File: src/rjhb_pkg.sv
`default_nettype none
package rjhb_pkg;
  // ---------------------------------------------------------------
  // widths and instruction fields
  // ---------------------------------------------------------------
  localparam int unsigned XLEN = 64;            // general register width
  localparam logic [5:0] MAJOR_OPCODE_GROUP = 6'h00;  // bits 31..26
  localparam logic [5:0] EXTENDED_MINOR_GROUP = 6'h3c; // bits 5..0
  localparam logic [9:0] EXT_BARRIER_JUMP = 10'h07c;  // bits 15..6, barrier form
  localparam logic [7:0] EXT_LINK_JUMP = 8'h3c;       // bits 13..6, plain link form
  localparam int unsigned OP_HI = 31;
  localparam int unsigned OP_LO = 26;
  localparam int unsigned LINK_HI = 25;
  localparam int unsigned LINK_LO = 21;
  localparam int unsigned TGT_HI = 20;
  localparam int unsigned TGT_LO = 16;
  localparam int unsigned EXT_HI = 15;
  localparam int unsigned EXT_LO = 6;
  localparam int unsigned EXT8_HI = 13;
  localparam int unsigned MIN_HI = 5;
  localparam int unsigned MIN_LO = 0;
  localparam logic [XLEN-1:0] LINK_OFFSET = 64'h0000000000000008; // return addr = pc + 8
  localparam logic [4:0] REG_ZERO = 5'h00;
  localparam logic [XLEN-1:0] PC_RESET = 64'h0000000000000000;
  localparam logic [1:0] SLOT_WAIT_CYCLES = 2'h1;   // delay slot occupies one issue

  // ---------------------------------------------------------------
  // carriers
  // ---------------------------------------------------------------
  typedef struct packed {
    logic valid;          // instruction presented by decode
    logic [31:0] word;    // raw instruction word
    logic [XLEN-1:0] pc;  // address of the jump
  } rjhb_issue_t;

  typedef struct packed {
    logic valid;          // one-cycle redirect to fetch
    logic [XLEN-1:0] pc;  // target address
    logic isa_sel;        // instruction set selector
    logic addr_err;       // fetch of target must fault
  } rjhb_redirect_t;

  typedef struct packed {
    logic we;             // one-cycle write strobe
    logic [4:0] idx;      // destination register
    logic [XLEN-1:0] data;// link value
  } rjhb_wb_t;

  typedef enum logic [3:0] {
    ST_IDLE = 4'h1,       // waiting for a jump
    ST_SLOT = 4'h2,       // delay slot executing
    ST_DRAIN = 4'h4,      // barrier: waiting for control writes
    ST_REDIR = 4'h8       // redirect issued
  } rjhb_state_t;
endpackage : rjhb_pkg
`default_nettype wire

File: src/rjhb_unit.sv
`timescale 1ns/1ps
`default_nettype none
module rjhb_unit (
  input wire logic clk_sys,
  input wire logic reset,
  input wire rjhb_pkg::rjhb_issue_t issue,
  input wire logic [rjhb_pkg::XLEN-1:0] src_value,
  input wire logic slot_done,
  input wire logic ctrl_writes_pending,
  input wire logic exception_return_issue,
  input wire logic cop_access_enabled,
  input wire logic compressed_isa_present,
  input wire logic full_isa_present,
  output logic busy,
  output rjhb_pkg::rjhb_wb_t link_wb,
  output rjhb_pkg::rjhb_redirect_t redirect,
  output logic hazard_clear_action,
  output logic hazard_snapshot
);
  // ---------------------------------------------------------------
  // decode
  // ---------------------------------------------------------------
  logic base_ok;          // major and minor groups match
  logic link_jump_reg_barrier;
  logic jump_reg_barrier;
  logic link_jump_reg;
  logic jump_reg_plain;
  logic any_jump;         // one of the register jumps
  logic is_barrier;       // barrier flavour
  logic is_link;          // writes the link register
  logic [4:0] link_reg_field;
  logic [4:0] target_reg_field;

  assign link_reg_field = issue.word[rjhb_pkg::LINK_HI:rjhb_pkg::LINK_LO];
  assign target_reg_field = issue.word[rjhb_pkg::TGT_HI:rjhb_pkg::TGT_LO];
  // no mode or coprocessor check: barrier jumps never fault on privilege
  assign base_ok = issue.valid
    && issue.word[rjhb_pkg::OP_HI:rjhb_pkg::OP_LO] == rjhb_pkg::MAJOR_OPCODE_GROUP
    && issue.word[rjhb_pkg::MIN_HI:rjhb_pkg::MIN_LO] == rjhb_pkg::EXTENDED_MINOR_GROUP;
  assign link_jump_reg_barrier = base_ok
    && issue.word[rjhb_pkg::EXT_HI:rjhb_pkg::EXT_LO] == rjhb_pkg::EXT_BARRIER_JUMP
    && link_reg_field != rjhb_pkg::REG_ZERO;
  assign jump_reg_barrier = base_ok
    && issue.word[rjhb_pkg::EXT_HI:rjhb_pkg::EXT_LO] == rjhb_pkg::EXT_BARRIER_JUMP
    && link_reg_field == rjhb_pkg::REG_ZERO;
  assign link_jump_reg = base_ok
    && issue.word[rjhb_pkg::EXT_HI:rjhb_pkg::EXT8_HI+1] == 2'h0
    && issue.word[rjhb_pkg::EXT8_HI:rjhb_pkg::EXT_LO] == rjhb_pkg::EXT_LINK_JUMP
    && link_reg_field != rjhb_pkg::REG_ZERO;
  assign jump_reg_plain = base_ok
    && issue.word[rjhb_pkg::EXT_HI:rjhb_pkg::EXT8_HI+1] == 2'h0
    && issue.word[rjhb_pkg::EXT8_HI:rjhb_pkg::EXT_LO] == rjhb_pkg::EXT_LINK_JUMP
    && link_reg_field == rjhb_pkg::REG_ZERO;
  assign any_jump = link_jump_reg_barrier || jump_reg_barrier
    || link_jump_reg || jump_reg_plain;
  assign is_barrier = link_jump_reg_barrier || jump_reg_barrier;
  assign is_link = link_jump_reg_barrier || link_jump_reg;

  // ---------------------------------------------------------------
  // state
  // ---------------------------------------------------------------
  rjhb_pkg::rjhb_state_t state;
  rjhb_pkg::rjhb_state_t next_state;
  logic barrier_q;        // current jump is a barrier
  logic start;            // accepted in idle
  logic [rjhb_pkg::XLEN-1:0] tgt;
  logic tgt_sel;
  logic tgt_err;

  assign start = state == rjhb_pkg::ST_IDLE && any_jump;

  // source sampled in the jump's own cycle, so the slot cannot alter it
  rjhb_target u_target (
    .clk_sys(clk_sys),
    .reset(reset),
    .load(start),
    .src(src_value),
    .compressed_isa_present(compressed_isa_present),
    .full_isa_present(full_isa_present),
    .tgt(tgt),
    .isa_sel(tgt_sel),
    .addr_err(tgt_err)
  );

  // next state
  always_comb begin
    next_state = state;
    case (state)
      rjhb_pkg::ST_IDLE: begin
        if (any_jump) begin
          next_state = rjhb_pkg::ST_SLOT;
        end
      end
      rjhb_pkg::ST_SLOT: begin
        // transfer waits for the delay slot to retire
        if (slot_done) begin
          next_state = barrier_q ? rjhb_pkg::ST_DRAIN : rjhb_pkg::ST_REDIR;
        end
      end
      rjhb_pkg::ST_DRAIN: begin
        // slot writes may still be pending; they are not waited for
        // beyond this drain, which is conservative but legal
        if (!ctrl_writes_pending) begin
          next_state = rjhb_pkg::ST_REDIR;
        end
      end
      rjhb_pkg::ST_REDIR: begin
        next_state = rjhb_pkg::ST_IDLE;
      end
      default: begin
        next_state = rjhb_pkg::ST_IDLE;
      end
    endcase
  end

  // state register
  always_ff @(posedge clk_sys or posedge reset) begin
    if (reset) begin
      state <= rjhb_pkg::ST_IDLE;
    end else begin
      state <= next_state;
    end
  end

  // barrier flavour of the jump in flight
  always_ff @(posedge clk_sys or posedge reset) begin
    if (reset) begin
      barrier_q <= 1'h0;
    end else if (start) begin
      barrier_q <= is_barrier;
    end
  end

  // hazard snapshot: pending writes seen when a barrier jump issued; slot
  // writes are only covered by the drain if still pending then
  always_ff @(posedge clk_sys or posedge reset) begin
    if (reset) begin
      hazard_snapshot <= 1'h0;
    end else if (start) begin
      hazard_snapshot <= is_barrier && ctrl_writes_pending;
    end
  end

  // ---------------------------------------------------------------
  // outputs
  // ---------------------------------------------------------------
  // link write registered in the jump's own cycle, strobe seen one cycle later
  always_ff @(posedge clk_sys or posedge reset) begin
    if (reset) begin
      link_wb <= '0;
    end else begin
      link_wb.we <= start && is_link;
      link_wb.idx <= link_reg_field;
      link_wb.data <= issue.pc + rjhb_pkg::LINK_OFFSET;
    end
  end

  // redirect pulse and clear pulse
  always_ff @(posedge clk_sys or posedge reset) begin
    if (reset) begin
      redirect <= '0;
      hazard_clear_action <= 1'h0;
    end else begin
      redirect.valid <= next_state == rjhb_pkg::ST_REDIR
        && state != rjhb_pkg::ST_REDIR;
      redirect.pc <= tgt;
      redirect.isa_sel <= tgt_sel;
      redirect.addr_err <= tgt_err;
      hazard_clear_action <= (next_state == rjhb_pkg::ST_REDIR
        && state != rjhb_pkg::ST_REDIR && barrier_q)
        || (exception_return_issue && cop_access_enabled);
    end
  end

  // busy: decode must stall further jumps
  always_ff @(posedge clk_sys or posedge reset) begin
    if (reset) begin
      busy <= 1'h0;
    end else begin
      busy <= next_state != rjhb_pkg::ST_IDLE;
    end
  end

  // ---------------------------------------------------------------
  // checks
  // ---------------------------------------------------------------
  a_link_value: assert property (@(posedge clk_sys) disable iff (reset)
    start && is_link |=> link_wb.we && link_wb.data == $past(issue.pc) + 64'h8)
    else $error("link value wrong");
  a_plain_nolink: assert property (@(posedge clk_sys) disable iff (reset)
    start && !is_link |=> !link_wb.we)
    else $error("link written by plain jump");
  a_slot_first: assert property (@(posedge clk_sys) disable iff (reset)
    redirect.valid |-> $past(slot_done) || $past(state) == rjhb_pkg::ST_DRAIN)
    else $error("redirect before slot");
  a_bit0_clear: assert property (@(posedge clk_sys) disable iff (reset)
    redirect.valid && compressed_isa_present |-> !redirect.pc[0])
    else $error("target bit 0 set");
  a_drain_hold: assert property (@(posedge clk_sys) disable iff (reset)
    state == rjhb_pkg::ST_DRAIN && ctrl_writes_pending |=> !redirect.valid)
    else $error("fetch released during drain");
  a_barrier_clear: assert property (@(posedge clk_sys) disable iff (reset)
    redirect.valid && $past(barrier_q) |-> hazard_clear_action)
    else $error("barrier without clear");
  a_exception_return_gate: assert property (@(posedge clk_sys) disable iff (reset)
    exception_return_issue && !cop_access_enabled && state == rjhb_pkg::ST_IDLE |=> !hazard_clear_action)
    else $error("return cleared without access");
  a_decode_start: assert property (@(posedge clk_sys) disable iff (reset)
    state == rjhb_pkg::ST_IDLE && is_barrier |=> state == rjhb_pkg::ST_SLOT)
    else $error("barrier form not accepted");
  a_fault_full: assert property (@(posedge clk_sys) disable iff (reset)
    start && full_isa_present && !src_value[0] && src_value[1] |=> tgt_err)
    else $error("fault missed");
  a_fault_short: assert property (@(posedge clk_sys) disable iff (reset)
    start && !full_isa_present && !src_value[0] |=> tgt_err)
    else $error("fault missed");

  c_barrier_link: cover property (@(posedge clk_sys) link_jump_reg_barrier && start);
  c_barrier_plain: cover property (@(posedge clk_sys) jump_reg_barrier && start);
  c_drain_wait: cover property (@(posedge clk_sys)
    state == rjhb_pkg::ST_DRAIN && ctrl_writes_pending);
  c_fault: cover property (@(posedge clk_sys) redirect.valid && redirect.addr_err);
endmodule : rjhb_unit
`default_nettype wire

File: src/rjhb_target.sv
`timescale 1ns/1ps
`default_nettype none
// ---------------------------------------------------------------
// target former: registered target, selector and fault flag
// ---------------------------------------------------------------
module rjhb_target (
  input wire logic clk_sys,
  input wire logic reset,
  input wire logic load,
  input wire logic [rjhb_pkg::XLEN-1:0] src,
  input wire logic compressed_isa_present,
  input wire logic full_isa_present,
  output logic [rjhb_pkg::XLEN-1:0] tgt,
  output logic isa_sel,
  output logic addr_err
);
  logic [rjhb_pkg::XLEN-1:0] next_tgt; // formed target
  logic next_sel;                      // formed selector
  logic next_err;                      // formed fault

  // target formation, pure function of the source and the two set-present inputs
  always_comb begin
    if (compressed_isa_present) begin
      next_tgt = {src[rjhb_pkg::XLEN-1:1], 1'h0};
      next_sel = src[0];
    end else begin
      next_tgt = src;
      next_sel = 1'h0;
    end
    // fault is not raised here, only tagged for the target fetch
    if (full_isa_present) begin
      next_err = !src[0] && src[1];
    end else begin
      next_err = !src[0];
    end
  end

  // capture on load only; held otherwise
  always_ff @(posedge clk_sys or posedge reset) begin
    if (reset) begin
      tgt <= rjhb_pkg::PC_RESET;
      isa_sel <= 1'h0;
      addr_err <= 1'h0;
    end else if (load) begin
      tgt <= next_tgt;
      isa_sel <= next_sel;
      addr_err <= next_err;
    end
  end
endmodule : rjhb_target
`default_nettype wire

File: config.mk
export PLATFORM = sky130hd
export DESIGN_NAME = rjhb_unit
export DESIGN_NICKNAME = d
export VERILOG_FILES = /design/src/rjhb_pkg.sv /design/src/rjhb_unit.sv /design/src/rjhb_target.sv
export SDC_FILE = /design/constraint.sdc
export NUM_CORES = 1
export LEC_CHECK = 0
export ABC_CLOCK_PERIOD_IN_PS = 14450
export BUFFER_PORTS_ARGS = -buffer_cell sky130_fd_sc_hd__buf_2
export CORE_MARGIN = 4
export CORE_UTILIZATION = 37
export CTS_BUF_LIST = sky130_fd_sc_hd__clkbuf_16
export CTS_CLUSTER_SIZE = 12
export DETAILED_ROUTE_END_ITERATION = 12
export GPL_ROUTABILITY_DRIVEN = 0
export PLACE_DENSITY = 0.75
export SYNTH_ARGS = -nofsm -noshare
export SYNTH_HDL_FRONTEND = slang
export SYNTH_SLANG_ARGS = --single-unit
File: constraint.sdc
create_clock -name clk_sys -period 14.45 [get_ports clk_sys]
set_input_delay 2.89 -clock clk_sys [delete_from_list [all_inputs] [get_ports clk_sys]]
set_output_delay 2.89 -clock clk_sys [all_outputs]
set_load 0.02 [all_outputs]
After elaboration in Yosys (flattened, before gate mapping). Index checks and enable logic that the tools add are counted.

Add/sub/neg operators: 1. Muxes and demuxes: 8. Reduce and logical (&&, ||, !) cells: 26. Equal/unequal tests: 9.

Operators with widths (number): adder 64 x 4 -> 64 bit (second input constant) (1); logical AND 1 bit (16); two-way mux 4 bit (4); one-hot mux 4 bit (3 select lines) (1); equality test 10 x 7 -> 1 bit (second input constant) (1); equality test 8 x 6 -> 1 bit (second input constant) (1); equality test 6 bit (second input constant) (1); zero test 6 bit (1); zero test 5 bit (1); logical OR 1 bit (5); nonzero test 5 bit (1); equality test 4 x 1 -> 1 bit (second input constant) (1); equality test 4 x 2 -> 1 bit (second input constant) (1); equality test 4 x 3 -> 1 bit (second input constant) (1); equality test 4 bit (second input constant) (1); != test 4 x 1 -> 1 bit (second input constant) (1); != test 4 bit (second input constant) (1); two-way mux 1 bit (3); zero test 2 bit (1); zero test 1 bit (1).

Input bits: 169. Output and inout bits: 140. Register bits after elaboration: 211. Logic and storage cells: 59.

Depth between registers and ports, before layout.
Depth in word-level cells: 14. Gate-level depth with buffers: 6. Mapped depth without buffers: 6.

Cells and area by module. Synthesis repeated with hierarchy kept, for this count alone.

Cell total of the unflattened synthesis: 512. Area, all modules: 7559.8 um^2.

By module, submodules not included: rjhb_unit (times used 1, area an instance 5067.4 um^2, sequential area each 3629.7 um^2, cells an instance 364); rjhb_target (times used 1, area an instance 2492.4 um^2, sequential area each 1651.6 um^2, cells an instance 148).

Least setup slack after synthesis. OpenSTA, ideal clock, no wires.

Kind: input-to-reg. Start point: in issue[79] (netlist name). End point: reg u_target.tgt[41] (netlist name). Path slack: 9795 ps. Data required time: 14325 ps. Buffers on the path: 1. Stages on the path: 4. Data arrival time: 4530 ps. Library setup time: 125 ps. Path through: or4b_4 -> nor4_4 -> buf_6 -> mux2_2.

Longest elaborated chain between the ends: 7. Elaborated cells on any way between the ends: 13. Those cells by class: 1 x eq/ne; 12 x reduce/logical.

RTL lines: start: declaration (line rjhb_unit.sv:6) `input wire rjhb_pkg::rjhb_issue_t issue,`; equality test 10 x 7 -> 1 bit / zero test 2 bit (equally long branches); logical AND 1 bit, on equally long branches (2 in series); logical OR 1 bit / logical AND 1 bit (equally long branches) (line rjhb_unit.sv:54, rjhb_unit.sv:49); logical OR 1 bit (line rjhb_unit.sv:55) `|| link_jump_reg || jump_reg_plain;`; logical OR 1 bit * (line rjhb_unit.sv:55); logical AND 1 bit * (line rjhb_unit.sv:70) `assign start = state == rjhb_pkg::ST_IDLE && any_jump;`; end signal: assignment (line rjhb_target.sv:41) `tgt <= rjhb_pkg::PC_RESET;`; end signal: assignment (line rjhb_target.sv:45) `tgt <= next_tgt;`; end: declaration (line rjhb_target.sv:13) `output logic [rjhb_pkg::XLEN-1:0] tgt,`.

Every way passes the cells marked *; elsewhere a longest branch is shown, timed or not. A chain may end at the register's enable or synchronous reset.

Worst setup path after layout.
Start point: in issue[3] (netlist name). End point: reg link_wb[59] (netlist name).

Longest elaborated chain between the ends: 1.

RTL lines: adder 64 x 4 -> 64 bit (line rjhb_unit.sv:154) `link_wb.data <= issue.pc + rjhb_pkg::LINK_OFFSET;`; end: declaration (line rjhb_unit.sv:15) `output rjhb_pkg::rjhb_wb_t link_wb,`.

Every way passes these cells.

==> impl_metrics.csv <==
group,metric,value,unit
run_status,status,"finished, final reports clean",
synth,yosys_warnings,0,
floorplan,ios,309,
finish,area_growth,31.9,%
timing,hold_ws,365,ps
finish,drive_above_1_share,47.3,%
setup_path,end_kind,"register",
timing,relSlewSlack,36.5,%
route,drc_errors,0,
setup_path,r2r_cells,5,
timing,period_share,32.6,%
setup_path,r2r-start,"state[0]",
timing,setup_ws,9740,ps
setup_path,crit_arrival,5120,ps
route,routed_via_density,4.60,
synth,synth_cell_types,42,
clock_network,cts_setup_buffers,0,
route,antenna_left,0,
timing,slew_viol_final,0,
place,pre_cts_ws,9270,ps
worst_hold_path,worst_hold_path.endpoint,"redirect[18]",
global_route,grt_max_degree,139,
finish,nNetsFinal,1008,
floorplan,core_area,20200,µm²
clock_network,clkTransAtPathRegs,60,ps
clock_network,cts_root_buf,"clkbuf_16",
power_and_ir_drop,pwr-share-comb,6.9,%
place,dp_hpwl,14.0,mm
setup_path,cp_max_fo,6,
finish,design_area,10000,µm²
synth,syn_area_per_cell,14.7,µm²
timing,period_minus_slack,4710,ps
power_and_ir_drop,netSwitchingFraction,22.6,%
finish,layout_commonest_cell,"buf_2",
finish,fin_cells,1119,
timing,rsz0062_at_grt,"no",
clock_network,h-tree-depth,1,
floorplan,fp.dieH,151,µm
floorplan,die_w,151,µm
timing,setup_viol,0,
synth,synthCells,517,
setup_path,worstSetupPathType,"primary input to register",
finish,antenna_cells,0,
global_route,antenna_found_initial,0,
place,port_buffers,303,
place,post-place-cells,1083,
route,dr.pass1.iters,4,
clock_network,hold_buffers,0,
finish,final_util,49.5,%
power_and_ir_drop,ir_worst_vdd,65.3,µV
clock_network,clock_latency,490,ps
worst_hold_path,hold_depth,0,
timing,setup_tns,0,ps
clock_network,cts_resized,0,
global_route,grt.total_usage,15.5,%
floorplan,rows,52,
route,wl_per_cell,16.5,µm
power_and_ir_drop,pwr-share-clk,42.0,%
clock_network,cts_buffers,23,
floorplan,die-area,22900,µm²
worst_hold_path,hp-class,"register to register",
timing,hold_viol,0,
job,maxCapViolations,0,
route,vias,5151,
power_and_ir_drop,p_total,1.18,mW
setup_path,start_kind,"primary input",
power_and_ir_drop,internal_power,0.917,mW
power_and_ir_drop,p_sw,0.267,mW
timing,max_freq,212,MHz
setup_path,regToRegEndpoint,"u_target.tgt[31]",
global_route,grt_pass1_wl,27.9,mm
setup_path,ff2ff_setup_slack,11850,ps
synth,synth-seq-area-share,69.6,%
route,drtIter0Drc,179,
setup_path,required,14860,ps
timing,fin_skew,14.4,ps
clock_network,cts_buffer_depth,3,
global_route,overflow,0,
route,routed_wl,18.5,mm
synth,yosys_register_bits,211,
clock_network,cts_tree,"built",
power_and_ir_drop,powerDensity,118,nW/µm²
global_route,grt_pass1_vias,5315,
finish,final_cell_mix,"303 x buf_2, 210 x dfrtp_1, 60 x mux2_2",
timing,tightest_slew,953,ps
power_and_ir_drop,seq_power_share,51.0,%
worst_hold_path,min_from,"u_target.tgt[16]",
clock_network,clock-sinks,211,
synth,syn_area,7590,µm²
synth,syn_nets,687,
place,dpl_cell_area,9380,µm²
power_and_ir_drop,leakagePower,5.30,nW
floorplan,initial_core_util,37.5,%
[sequential cells by signal (all words and copies together) (netlist names)]
| name | count |
|---|---|
| redirect | 67 |
| hazard_clear_action | 1 |
| hazard_snapshot | 1 |
| busy | 1 |
| link_wb | 70 |
| state | 4 |
| u_target.isa_sel | 1 |
| u_target.addr_err | 1 |
| barrier_q | 1 |
| u_target.tgt | 64 |
[worst max-delay path: stages]
cell,delay (ps)
buf_2,100
ha_1,200
nand2_1,160
nor4_1,740
nand4_1,490
nor4_1,350
xor2_1,170
[per-layer routing]
layer | wire [µm] | track usage, %
met2 | 9340 | 27.9
met5 | 0 | 0
met1 | 6700 | 17.5
met3 | 2040 | 5.03
met4 | 405 | 4.44
[cell families (layout without fill, tap and decap cells)]
logic type      after synthesis  in the layout  share of synthesized area (%)
flops                       211            211                           69.6
buf+inv                      24            356                           1.90
fa+ha+maj                     1              1                          0.165
simple gates                145            145                           10.7
compound gates                9              9                          0.758
xor+xnor                     58             58                           6.69
mux                          69             69                           10.2
[synthesized netlist by cell type]
library cell,number,share of area [%]
or4b_2,1,0.13
dfstp_2,1,0.35
inv_1,15,0.74
or3_1,7,0.58
ha_1,1,0.16
o21bai_1,1,0.099
nor4_4,2,0.56
or4b_4,1,0.18
nand4_1,12,0.99
dfrtp_1,210,69
or4_1,3,0.30
nor4_1,6,0.49
o21a_1,1,0.099
nor2b_1,1,0.082
xor2_1,27,3.1
o21ai_0,2,0.13
nand3_2,1,0.13
or2_2,1,0.082
buf_6,7,1.0
and3_1,6,0.49
nand3_1,28,1.8
nand4_2,1,0.16
nand2b_1,2,0.16
nand4bb_1,2,0.30
nor2_1,27,1.3
a22o_1,1,0.12
nor3_1,12,0.79
nand4b_1,1,0.12
mux2i_1,3,0.40
mux2_2,60,8.9
a21oi_1,1,0.066
o22ai_1,3,0.25
mux2_1,6,0.89
nand2_1,25,1.2
nor3b_2,1,0.16
buf_2,1,0.066
and2_1,1,0.082
clkbuf_1,1,0.049
nor4_2,1,0.16
nand3b_1,1,0.099
xnor2_1,31,3.6
nor4b_1,2,0.23
[final cells by class]
class,instances,area (µm²)
sequential,211,5280
clock inverter,13,58.8
tap,270,338
multi-input combinational,282,2160
inverter,15,63.8
timing repair buffer,305,1530
clock buffer,23,576
fill,1782,10200
[power groups by stage]
stage | sequential [mW] | combinational [mW] | clock (mW)
after floorplan | 0.629 | 0.0215 | 0
after global placement | 0.614 | 0.0823 | 0
after detailed placement | 0.615 | 0.0837 | 0
after CTS | 0.604 | 0.0841 | 0.513
after global routing | 0.605 | 0.0910 | 0.543
final | 0.604 | 0.0823 | 0.498
[worst max-delay path by stage]
| stage | to | depth (start not counted) | slack (ps) | startpoint |
|---|---|---|---|---|
| final | link_wb[59] | 7 | 9740 | issue[3] |
| after CTS | u_target.tgt[61] | 6 | 9770 | issue[95] |
| after detailed placement | u_target.tgt[57] | 6 | 9270 | issue[95] |
| after global routing | u_target.tgt[33] | 6 | 9630 | issue[95] |
| after floorplan | barrier_q | 1 | 5800 | reset |
| after global placement | u_target.tgt[38] | 6 | 9280 | issue[95] |
No activity file was read; power rests on OpenSTA's default activity.
